File: src/piw_defs.svh
// Purpose: Constants for the priority interrupt controller and its watchdog.
// Assumes: 200 MHz core clock; the 450 Hz timebase arrives as a pin.
// Notes: Vectors are full 8-bit values; only the low nibble is driven.
`ifndef PIW_DEFS_SVH
`define PIW_DEFS_SVH
`define PIW_TICK_HZ 450
`define PIW_TIMEOUT_MS 1140
// Ticks of the timebase until the watchdog request rises.
`define PIW_TIMEOUT_TICKS ((`PIW_TIMEOUT_MS * `PIW_TICK_HZ) / 1000)
`define PIW_CNT_W 10
`define PIW_LVL_WDOG 3'h6
`define PIW_LVL_SER 3'h5
`define PIW_LVL_CAL 3'h4
`define PIW_LVL_KEY 3'h3
`define PIW_LVL_PWR 3'h2
`define PIW_LVL_NONE 3'h0
`define PIW_VEC_WDOG 8'hf4
`define PIW_VEC_CAL 8'hf5
`define PIW_VEC_REAR 8'hf6
`define PIW_VEC_GUARD 8'hf7
`define PIW_VEC_EXT 8'hf8
`define PIW_VEC_GPIB 8'hf9
`define PIW_VEC_KEY 8'hfa
`define PIW_VEC_PWR 8'hfb
`define PIW_VEC_NONE 8'hff
// Synchroniser contents in reset: every pin at its quiet level, strap set, gates shut.
`define PIW_SYNC_IDLE 15'h13fe
`endif

File: src/piw_pkg.sv
// Purpose: Types for the priority interrupt controller.
// Assumes: Requests are active high inside the package types.
// Notes: None.
package piw_pkg;
	typedef struct packed {
		logic watchdog;
		logic rear_serial;
		logic guard_serial;
		logic external_serial;
		logic calendar;
		logic rear_gpib;
		logic keypad;
		logic power_fail;
	} piw_req_t;
	typedef struct packed {
		logic [2:0] level;
		logic [7:0] vector;
	} piw_sel_t;
endpackage

File: src/piw_irq_ctrl.sv
// Purpose: Priority encoder, vector source and watchdog for the processor board.
// Assumes: All pins but clock and reset_n are asynchronous and pass two flip-flops first.
// Notes: Vector low nibble is driven only during acknowledge.
`timescale 1ns/1ps
`include "piw_defs.svh"
// Behaviour
// Watchdog counts the 450 Hz timebase and raises its request from the count.
// Request rises 1.14 s after the latest clear; each clear zeroes the count.
// Software must clear the watchdog more often than every 1.14 s.
// Clear pulse comes only from a processor clear command, never autonomously.
// Static disable input keeps the watchdog request low at all times.
// Sample requests and gate lines; drive highest pending level continuously.
// Level drives three active-low lines in binary; all high means none.
// On acknowledge, return vector of the highest pending request.
// Drive only the low four vector bits; upper four float high.
// Watchdog level 6 F4, keypad 3 FA, power fail 2 FB; level 7 unused.
// Serial sources level 5 F6 F7 F8; calendar, GPIB level 4 F5 F9; others FF.
// Two gate lines from the serial controller enable certain sources.
// Fan fault is asserted when low and idle when high.
// Equal-level ties go to the source listed first at that level.
// A gated-off source takes no part in level or vector.
module piw_irq_ctrl (
	input wire logic clock, // Core clock, 200 MHz.
	input wire logic reset_n, // Synchronous reset, active low.
	input wire logic timebase_450hz, // Watchdog timebase pin.
	input wire logic watchdog_clear_select, // Processor clear command strobe.
	input wire logic watchdog_disable_strap, // Watchdog disable, high disables.
	input wire logic irq_gate_line_1, // Gate for the external serial source.
	input wire logic irq_gate_line_2, // Gate for the calendar source.
	input wire logic rear_serial_irq_n, // Rear serial request.
	input wire logic guard_serial_irq_n, // Guard-crossing serial request.
	input wire logic external_serial_irq_n, // External serial request.
	input wire logic calendar_irq_n, // Calendar request.
	input wire logic rear_gpib_irq_n, // Bus interface request.
	input wire logic keypad_irq_n, // Keypad request.
	input wire logic power_fail_irq_n, // Power-fail request.
	input wire logic fan_fault_n, // Fan fault, low is fault.
	input wire logic nvm_ready_busy, // Memory ready/busy.
	input wire logic iack, // Interrupt acknowledge cycle active.
	output logic cpu_level_bit0_n, // Level bit 0, active low.
	output logic cpu_level_bit1_n, // Level bit 1, active low.
	output logic cpu_level_bit2_n, // Level bit 2, active low.
	output logic [3:0] vector_low_o, // Vector low nibble.
	output logic [3:0] vector_low_oe, // Nibble drive enable.
	output logic watchdog_clear_pulse, // Clear pulse to the counter.
	output logic watchdog_irq, // Watchdog request.
	output logic fan_fault // Fan fault seen, active high.
);
	// Width of the synchroniser and the place of each pin inside it.
	localparam int NIN = 15;
	localparam int P_TICK = 14;
	localparam int P_CLR = 13;
	localparam int P_STRAP = 12;
	localparam int P_GATE1 = 11;
	localparam int P_GATE2 = 10;
	localparam int P_REAR = 9;
	localparam int P_GUARD = 8;
	localparam int P_EXT = 7;
	localparam int P_CAL = 6;
	localparam int P_GPIB = 5;
	localparam int P_KEY = 4;
	localparam int P_PWR = 3;
	localparam int P_FAN = 2;
	localparam int P_NVM = 1;
	localparam int P_IACK = 0;

	logic [NIN-1:0] meta_ff;
	logic [NIN-1:0] sync_ff;
	logic tick_d_ff;
	logic [2:0] level_n_ff;
	logic [3:0] vec_ff;
	logic [3:0] oe_ff;
	logic clr_ff;
	logic fan_ff;
	logic wd_irq;
	piw_pkg::piw_req_t req;
	piw_pkg::piw_sel_t sel;

	// Fixed order: the first source listed at a level wins a tie.
	function automatic piw_pkg::piw_sel_t pick(input piw_pkg::piw_req_t r);
		piw_pkg::piw_sel_t s;
		s.level = `PIW_LVL_NONE;
		s.vector = `PIW_VEC_NONE;
		if (r.watchdog) begin
			s = '{`PIW_LVL_WDOG, `PIW_VEC_WDOG};
		end else if (r.rear_serial) begin
			s = '{`PIW_LVL_SER, `PIW_VEC_REAR};
		end else if (r.guard_serial) begin
			s = '{`PIW_LVL_SER, `PIW_VEC_GUARD};
		end else if (r.external_serial) begin
			s = '{`PIW_LVL_SER, `PIW_VEC_EXT};
		end else if (r.calendar) begin
			s = '{`PIW_LVL_CAL, `PIW_VEC_CAL};
		end else if (r.rear_gpib) begin
			s = '{`PIW_LVL_CAL, `PIW_VEC_GPIB};
		end else if (r.keypad) begin
			s = '{`PIW_LVL_KEY, `PIW_VEC_KEY};
		end else if (r.power_fail) begin
			s = '{`PIW_LVL_PWR, `PIW_VEC_PWR};
		end
		return s;
	endfunction

	always_ff @(posedge clock) begin
		if (!reset_n) begin
			// Quiet levels, so that leaving reset shows no false edge, clear or acknowledge.
			meta_ff <= `PIW_SYNC_IDLE;
		end else begin
			meta_ff[P_TICK] <= timebase_450hz;
			meta_ff[P_CLR] <= watchdog_clear_select;
			meta_ff[P_STRAP] <= watchdog_disable_strap;
			meta_ff[P_GATE1] <= irq_gate_line_1;
			meta_ff[P_GATE2] <= irq_gate_line_2;
			meta_ff[P_REAR] <= rear_serial_irq_n;
			meta_ff[P_GUARD] <= guard_serial_irq_n;
			meta_ff[P_EXT] <= external_serial_irq_n;
			meta_ff[P_CAL] <= calendar_irq_n;
			meta_ff[P_GPIB] <= rear_gpib_irq_n;
			meta_ff[P_KEY] <= keypad_irq_n;
			meta_ff[P_PWR] <= power_fail_irq_n;
			meta_ff[P_FAN] <= fan_fault_n;
			// Ready/busy is carried along but never raises a request.
			meta_ff[P_NVM] <= nvm_ready_busy;
			meta_ff[P_IACK] <= iack;
		end
	end

	// Second stage; only this stage feeds any logic.
	always_ff @(posedge clock) begin
		if (!reset_n) begin
			sync_ff <= `PIW_SYNC_IDLE;
		end else begin
			sync_ff <= meta_ff;
		end
	end

	always_ff @(posedge clock) begin
		if (!reset_n) begin
			tick_d_ff <= 1'b0;
		end else begin
			tick_d_ff <= sync_ff[P_TICK];
		end
	end

	always_ff @(posedge clock) begin
		if (!reset_n) begin
			clr_ff <= 1'b0;
		end else begin
			// One pulse for every cycle the processor command is seen, never otherwise.
			clr_ff <= sync_ff[P_CLR];
		end
	end

	// Each rising edge of the timebase gives the counter one step while the watchdog request is low.
	piw_watchdog u_watchdog (
		.clock(clock),
		.reset_n(reset_n),
		.tick_edge(sync_ff[P_TICK] && !tick_d_ff),
		.clear_pulse(clr_ff),
		.disable_strap(sync_ff[P_STRAP]),
		.irq(wd_irq)
	);

	always_comb begin
		req.watchdog = wd_irq;
		req.rear_serial = !sync_ff[P_REAR];
		req.guard_serial = !sync_ff[P_GUARD];
		// Gated sources drop out of level and vector alike.
		req.external_serial = !sync_ff[P_EXT] && sync_ff[P_GATE1];
		req.calendar = !sync_ff[P_CAL] && sync_ff[P_GATE2];
		req.rear_gpib = !sync_ff[P_GPIB];
		req.keypad = !sync_ff[P_KEY];
		req.power_fail = !sync_ff[P_PWR];

		sel = pick(req);
	end

	// The level lines are held inverted so that each output is a flip-flop.
	always_ff @(posedge clock) begin
		if (!reset_n) begin
			level_n_ff <= ~`PIW_LVL_NONE;
		end else begin
			level_n_ff <= ~sel.level;
		end
	end

	always_ff @(posedge clock) begin
		if (!reset_n) begin
			vec_ff <= 4'hf;
		end else begin
			vec_ff <= sel.vector[3:0];
		end
	end

	// Only the low nibble is ever driven; the upper one rests on pull-ups.
	always_ff @(posedge clock) begin
		if (!reset_n) begin
			oe_ff <= 4'h0;
		end else begin
			oe_ff <= {4{sync_ff[P_IACK]}};
		end
	end

	always_ff @(posedge clock) begin
		if (!reset_n) begin
			fan_ff <= 1'b0;
		end else begin
			// The fan input is reported only; it raises no request.
			fan_ff <= !sync_ff[P_FAN];
		end
	end

	// Every output below is the plain value of a flip-flop.
	assign cpu_level_bit0_n = level_n_ff[0];
	assign cpu_level_bit1_n = level_n_ff[1];
	assign cpu_level_bit2_n = level_n_ff[2];
	assign vector_low_o = vec_ff;
	assign vector_low_oe = oe_ff;
	assign watchdog_clear_pulse = clr_ff;
	assign watchdog_irq = wd_irq;
	assign fan_fault = fan_ff;
endmodule // piw_irq_ctrl

File: src/piw_watchdog.sv
// Purpose: Watchdog counter on the 450 Hz timebase.
// Assumes: tick_edge is a one-cycle pulse already synchronised.
// Notes: The request holds once reached until the next clear or until the disable strap is set.
`timescale 1ns/1ps
`include "piw_defs.svh"
module piw_watchdog (
	input wire logic clock, // Core clock.
	input wire logic reset_n, // Synchronous reset, active low.
	input wire logic tick_edge, // One pulse per timebase period.
	input wire logic clear_pulse, // Software clear.
	input wire logic disable_strap, // Static disable.
	output logic irq // Watchdog request.
);
	logic [`PIW_CNT_W-1:0] count_ff;
	logic irq_ff;

	always_ff @(posedge clock) begin
		if (!reset_n) begin
			count_ff <= '0;
		end else if (clear_pulse) begin
			count_ff <= '0;
		end else if (tick_edge && !irq_ff) begin
			count_ff <= count_ff + `PIW_CNT_W'(1);
		end
	end

	always_ff @(posedge clock) begin
		if (!reset_n) begin
			irq_ff <= 1'b0;
		end else if (disable_strap || clear_pulse) begin
			irq_ff <= 1'b0;
		end else if (count_ff >= `PIW_CNT_W'(`PIW_TIMEOUT_TICKS)) begin
			irq_ff <= 1'b1;
		end
	end

	assign irq = irq_ff;
endmodule // piw_watchdog

File: config.mk
export PLATFORM = sky130hd
export DESIGN_NAME = piw_irq_ctrl
export DESIGN_NICKNAME = d
export VERILOG_FILES = /design/src/piw_pkg.sv /design/src/piw_irq_ctrl.sv /design/src/piw_watchdog.sv
export VERILOG_INCLUDE_DIRS = /design/src /design/src/src
export SDC_FILE = /design/constraint.sdc
export NUM_CORES = 1
export LEC_CHECK = 0
export BUFFER_PORTS_ARGS = -buffer_cell sky130_fd_sc_hd__buf_4
export CORE_AREA = 2 2 91 49
export CTS_BUF_LIST = sky130_fd_sc_hd__clkbuf_4 sky130_fd_sc_hd__clkbuf_8
export CTS_CLUSTER_SIZE = 28
export DETAILED_ROUTE_END_ITERATION = 12
export DIE_AREA = 0 0 93 51
export GPL_ROUTABILITY_DRIVEN = 1
export PLACE_DENSITY = 0.66
export SYNTH_ARGS = -nofsm -noshare
export SYNTH_HDL_FRONTEND = slang
export SYNTH_SLANG_ARGS = --single-unit
File: constraint.sdc
create_clock -name clock -period 2.2 [get_ports clock]
set_input_delay 0.22 -clock clock [delete_from_list [all_inputs] [get_ports clock]]
set_output_delay 0.22 -clock clock [all_outputs]
set_load 0.01 [all_outputs]
==> flow_summary.ini <==
[worst_setup_path]
r2r-start = u_watchdog.irq
r2r_cells = 4
worstSetupPathType = reg2reg
r2r_setup_slack_ns = 0.62
startpoint = u_watchdog.irq
worst_setup_path_end_kind = flop
cp.required_ns = 2.38
worst-endpoint-arrival_ns = 1.76
timing.rr.end = u_watchdog.count_ff[7]
startpoint_type = flop
crit_path_max_fanout = 9

[timing]
max_freq_mhz = 635
fin_crit_sh_pct = 71.6
fin_worst_skew_ns = 0.00889
setup_viol = 0
period_minus_slack_ns = 1.58
tightest_slew_ns = 0.401
hold_viol = 0
maxSlewHeadroom_pct = 73.2
tns_ns = 0
whs_ns = 0.0972
rsz0062_at_grt = no
setup_ws_ns = 0.624
finalMaxSlewViolations = 0

[clock_network]
clock-sinks = 50
cts_tree = yes
insertion_delay_ns = 0.30
clk_path_buf_depth = 2
postCtsSetupBuffers = 0
cts_max_level = 2
path_clk_slew_ns = 0.09
post_cts_resized = 0
cts_root_buf = clkbuf_8
cts-hold-fix-buffers = 0
numCtsBuffers = 5

[hold_path]
hold_path_depth = 2
hold_end = meta_ff[7]
hp-start = external_serial_irq_n
hold_class = in2reg

[synth]
syn-cell-area_um2 = 1730
synth_top_area_share_pct = 57.8
syn-num-nets = 181
ys_warn_count = 0
synth-seq-area-share_pct = 57.8
ys_seq_elements = 50
syn_inst = 161
syn_area_per_cell_um2 = 10.7
synth_area_leaders = dfxtp_1, nand2b_1, and2_1
yosysTopAreaCell = dfxtp_1
synth_cell_types = 31

[floorplan]
num_rows = 17
core_um2 = 4080
start_util_pct = 42.4
dieArea_um2 = 4740
num_io_pins = 31
die_h_um = 51
dieWidth_um = 93

[power_and_ir_drop]
sw_frac_of_total_pct = 18.8
finalPower_mw = 1.82
seq_power_share_pct = 52.3
clock_power_share_pct = 42.6
pwr_density_cell_nw_per_um2 = 865
combPwrFrac_pct = 5.2
p_leak_nw = 0.861
p_sw_uw = 342
ir_drop_v = 0.000321
p_int_mw = 1.48

[route]
route.met2.wl_um = 1150
num_vias = 1115
drtAntennaViolNets = 0
detail_route.wl_per_cell_um = 11.1
top_layer_used = met4
drcViolationCount = 0
drt-total-wl_um = 2730
first_iter_violations = 34
met1_length_um = 1380
wl_met3_um = 145
firstDrtPassIters = 4
avgViaCountPerCell = 4.53

[global_routing]
grt_max_degree = 41
grt_pass1_wl_um = 4610
overflow = 0
antenna_found_initial = 0
grt.total_usage_pct = 12.7
grt_pass1_vias = 1038

[layout]
final_util_pct = 51.5
final_nets = 208
fin_area_um2 = 2100
layout-drive-gt1-share_pct = 23.3
instances_no_fill = 246
diodes = 0
syn2layout_area_growth_pct = 21.5
final_cell_mix = dfxtp_1, buf_4, nand2b_1
final_common_cell = dfxtp_1

[placement]
dpl_cell_area_um2 = 1960
dp_hpwl_um = 1900
dp_cells = 238
pre_cts_slack_ns = 0.651
gp_congestion = 0.849
port_buffers = 29

[run]
drv_cap = 0

[run_status]
status = finished clean
==> cell type report <==
class | instances | area, um^2
clock buffer | 6 | 82.6
timing repair buffer | 29 | 218
clock inverter | 2 | 60.1
tap | 57 | 71.3
sequential | 50 | 1000
fill | 382 | 1980
inverter | 3 | 11.3
multi-input combinational | 99 | 658
==> worst max path at each step <==
stage | endpoint | slack [ns] | cells after the start
floorplan | u_watchdog.count_ff[9] | 0.75 | 5
global placement | u_watchdog.count_ff[9] | 0.69 | 4
detailed placement | u_watchdog.count_ff[7] | 0.65 | 4
CTS | u_watchdog.count_ff[7] | 0.63 | 4
global route | u_watchdog.count_ff[7] | 0.54 | 4
finish | u_watchdog.count_ff[7] | 0.62 | 4
==> flip-flops by register name (all words and copies together) (netlist names) <==
name / flops
vector_low_o: 4
watchdog_clear_pulse: 1
vector_low_oe: 1
u_watchdog.irq: 1
level_n_ff: 3
fan_fault: 1
sync_ff: 14
u_watchdog.count_ff: 10
tick_d_ff: 1
meta_ff: 14
==> layer usage <==
metal | vias up | global-route usage [%]
li1 | 572 | -
met1 | 513 | 16.9
met2 | 25 | 18.1
met3 | 5 | 4.72
met4 | 0 | 6.62
met5 | - | 0
==> cells in the mapped netlist (all sizes together) <==
cell     n
dfxtp   50
nand2b  21
and2    13
nand2   10
nor2     8
buf      5
nand4    5
o21ai    5
a21oi    4
clkbuf   4
nor4     4
xnor2    4
xor2     4
ha       3
inv      3
nor2b    3
nor3     3
nand3    2
nand3b   2
a211o    1
a211oi   1
and2b    1
and3     1
nand4b   1
nor3b    1
or2b     1
or3b     1
==> worst max-delay path, stage by stage, from the launching register on <==
cell	delay, ns
dfxtp_1	0.39
or3b_1	0.54
nor4_2	0.31
xnor2_1	0.16
nor2_1	0.05
==> power groups by stage <==
stage               Combinational, mW  Sequential, mW  Clock, mW
finish                         0.0939           0.950      0.774
global route                    0.104           0.954      0.825
CTS                            0.0956           0.950      0.787
detailed placement             0.0950           0.971          0
global placement               0.0921           0.970          0
floorplan                      0.0536           0.972          0
==> cell families (layout without fill, tap and decap cells) <==
family                     Yosys count  count (layout)  share of synthesized area [%]
DFF                                 50              50                           57.8
AOI/OAI and AO/OA                   11              11                           3.62
and+or+nand+nor                     77              77                           28.2
buffers and inverters               12              40                           4.12
adders and majority gates            3               3                           2.17
xor gates and xnor gates             8               8                           4.05
Note: power is estimated with default switching activity, not from simulation.
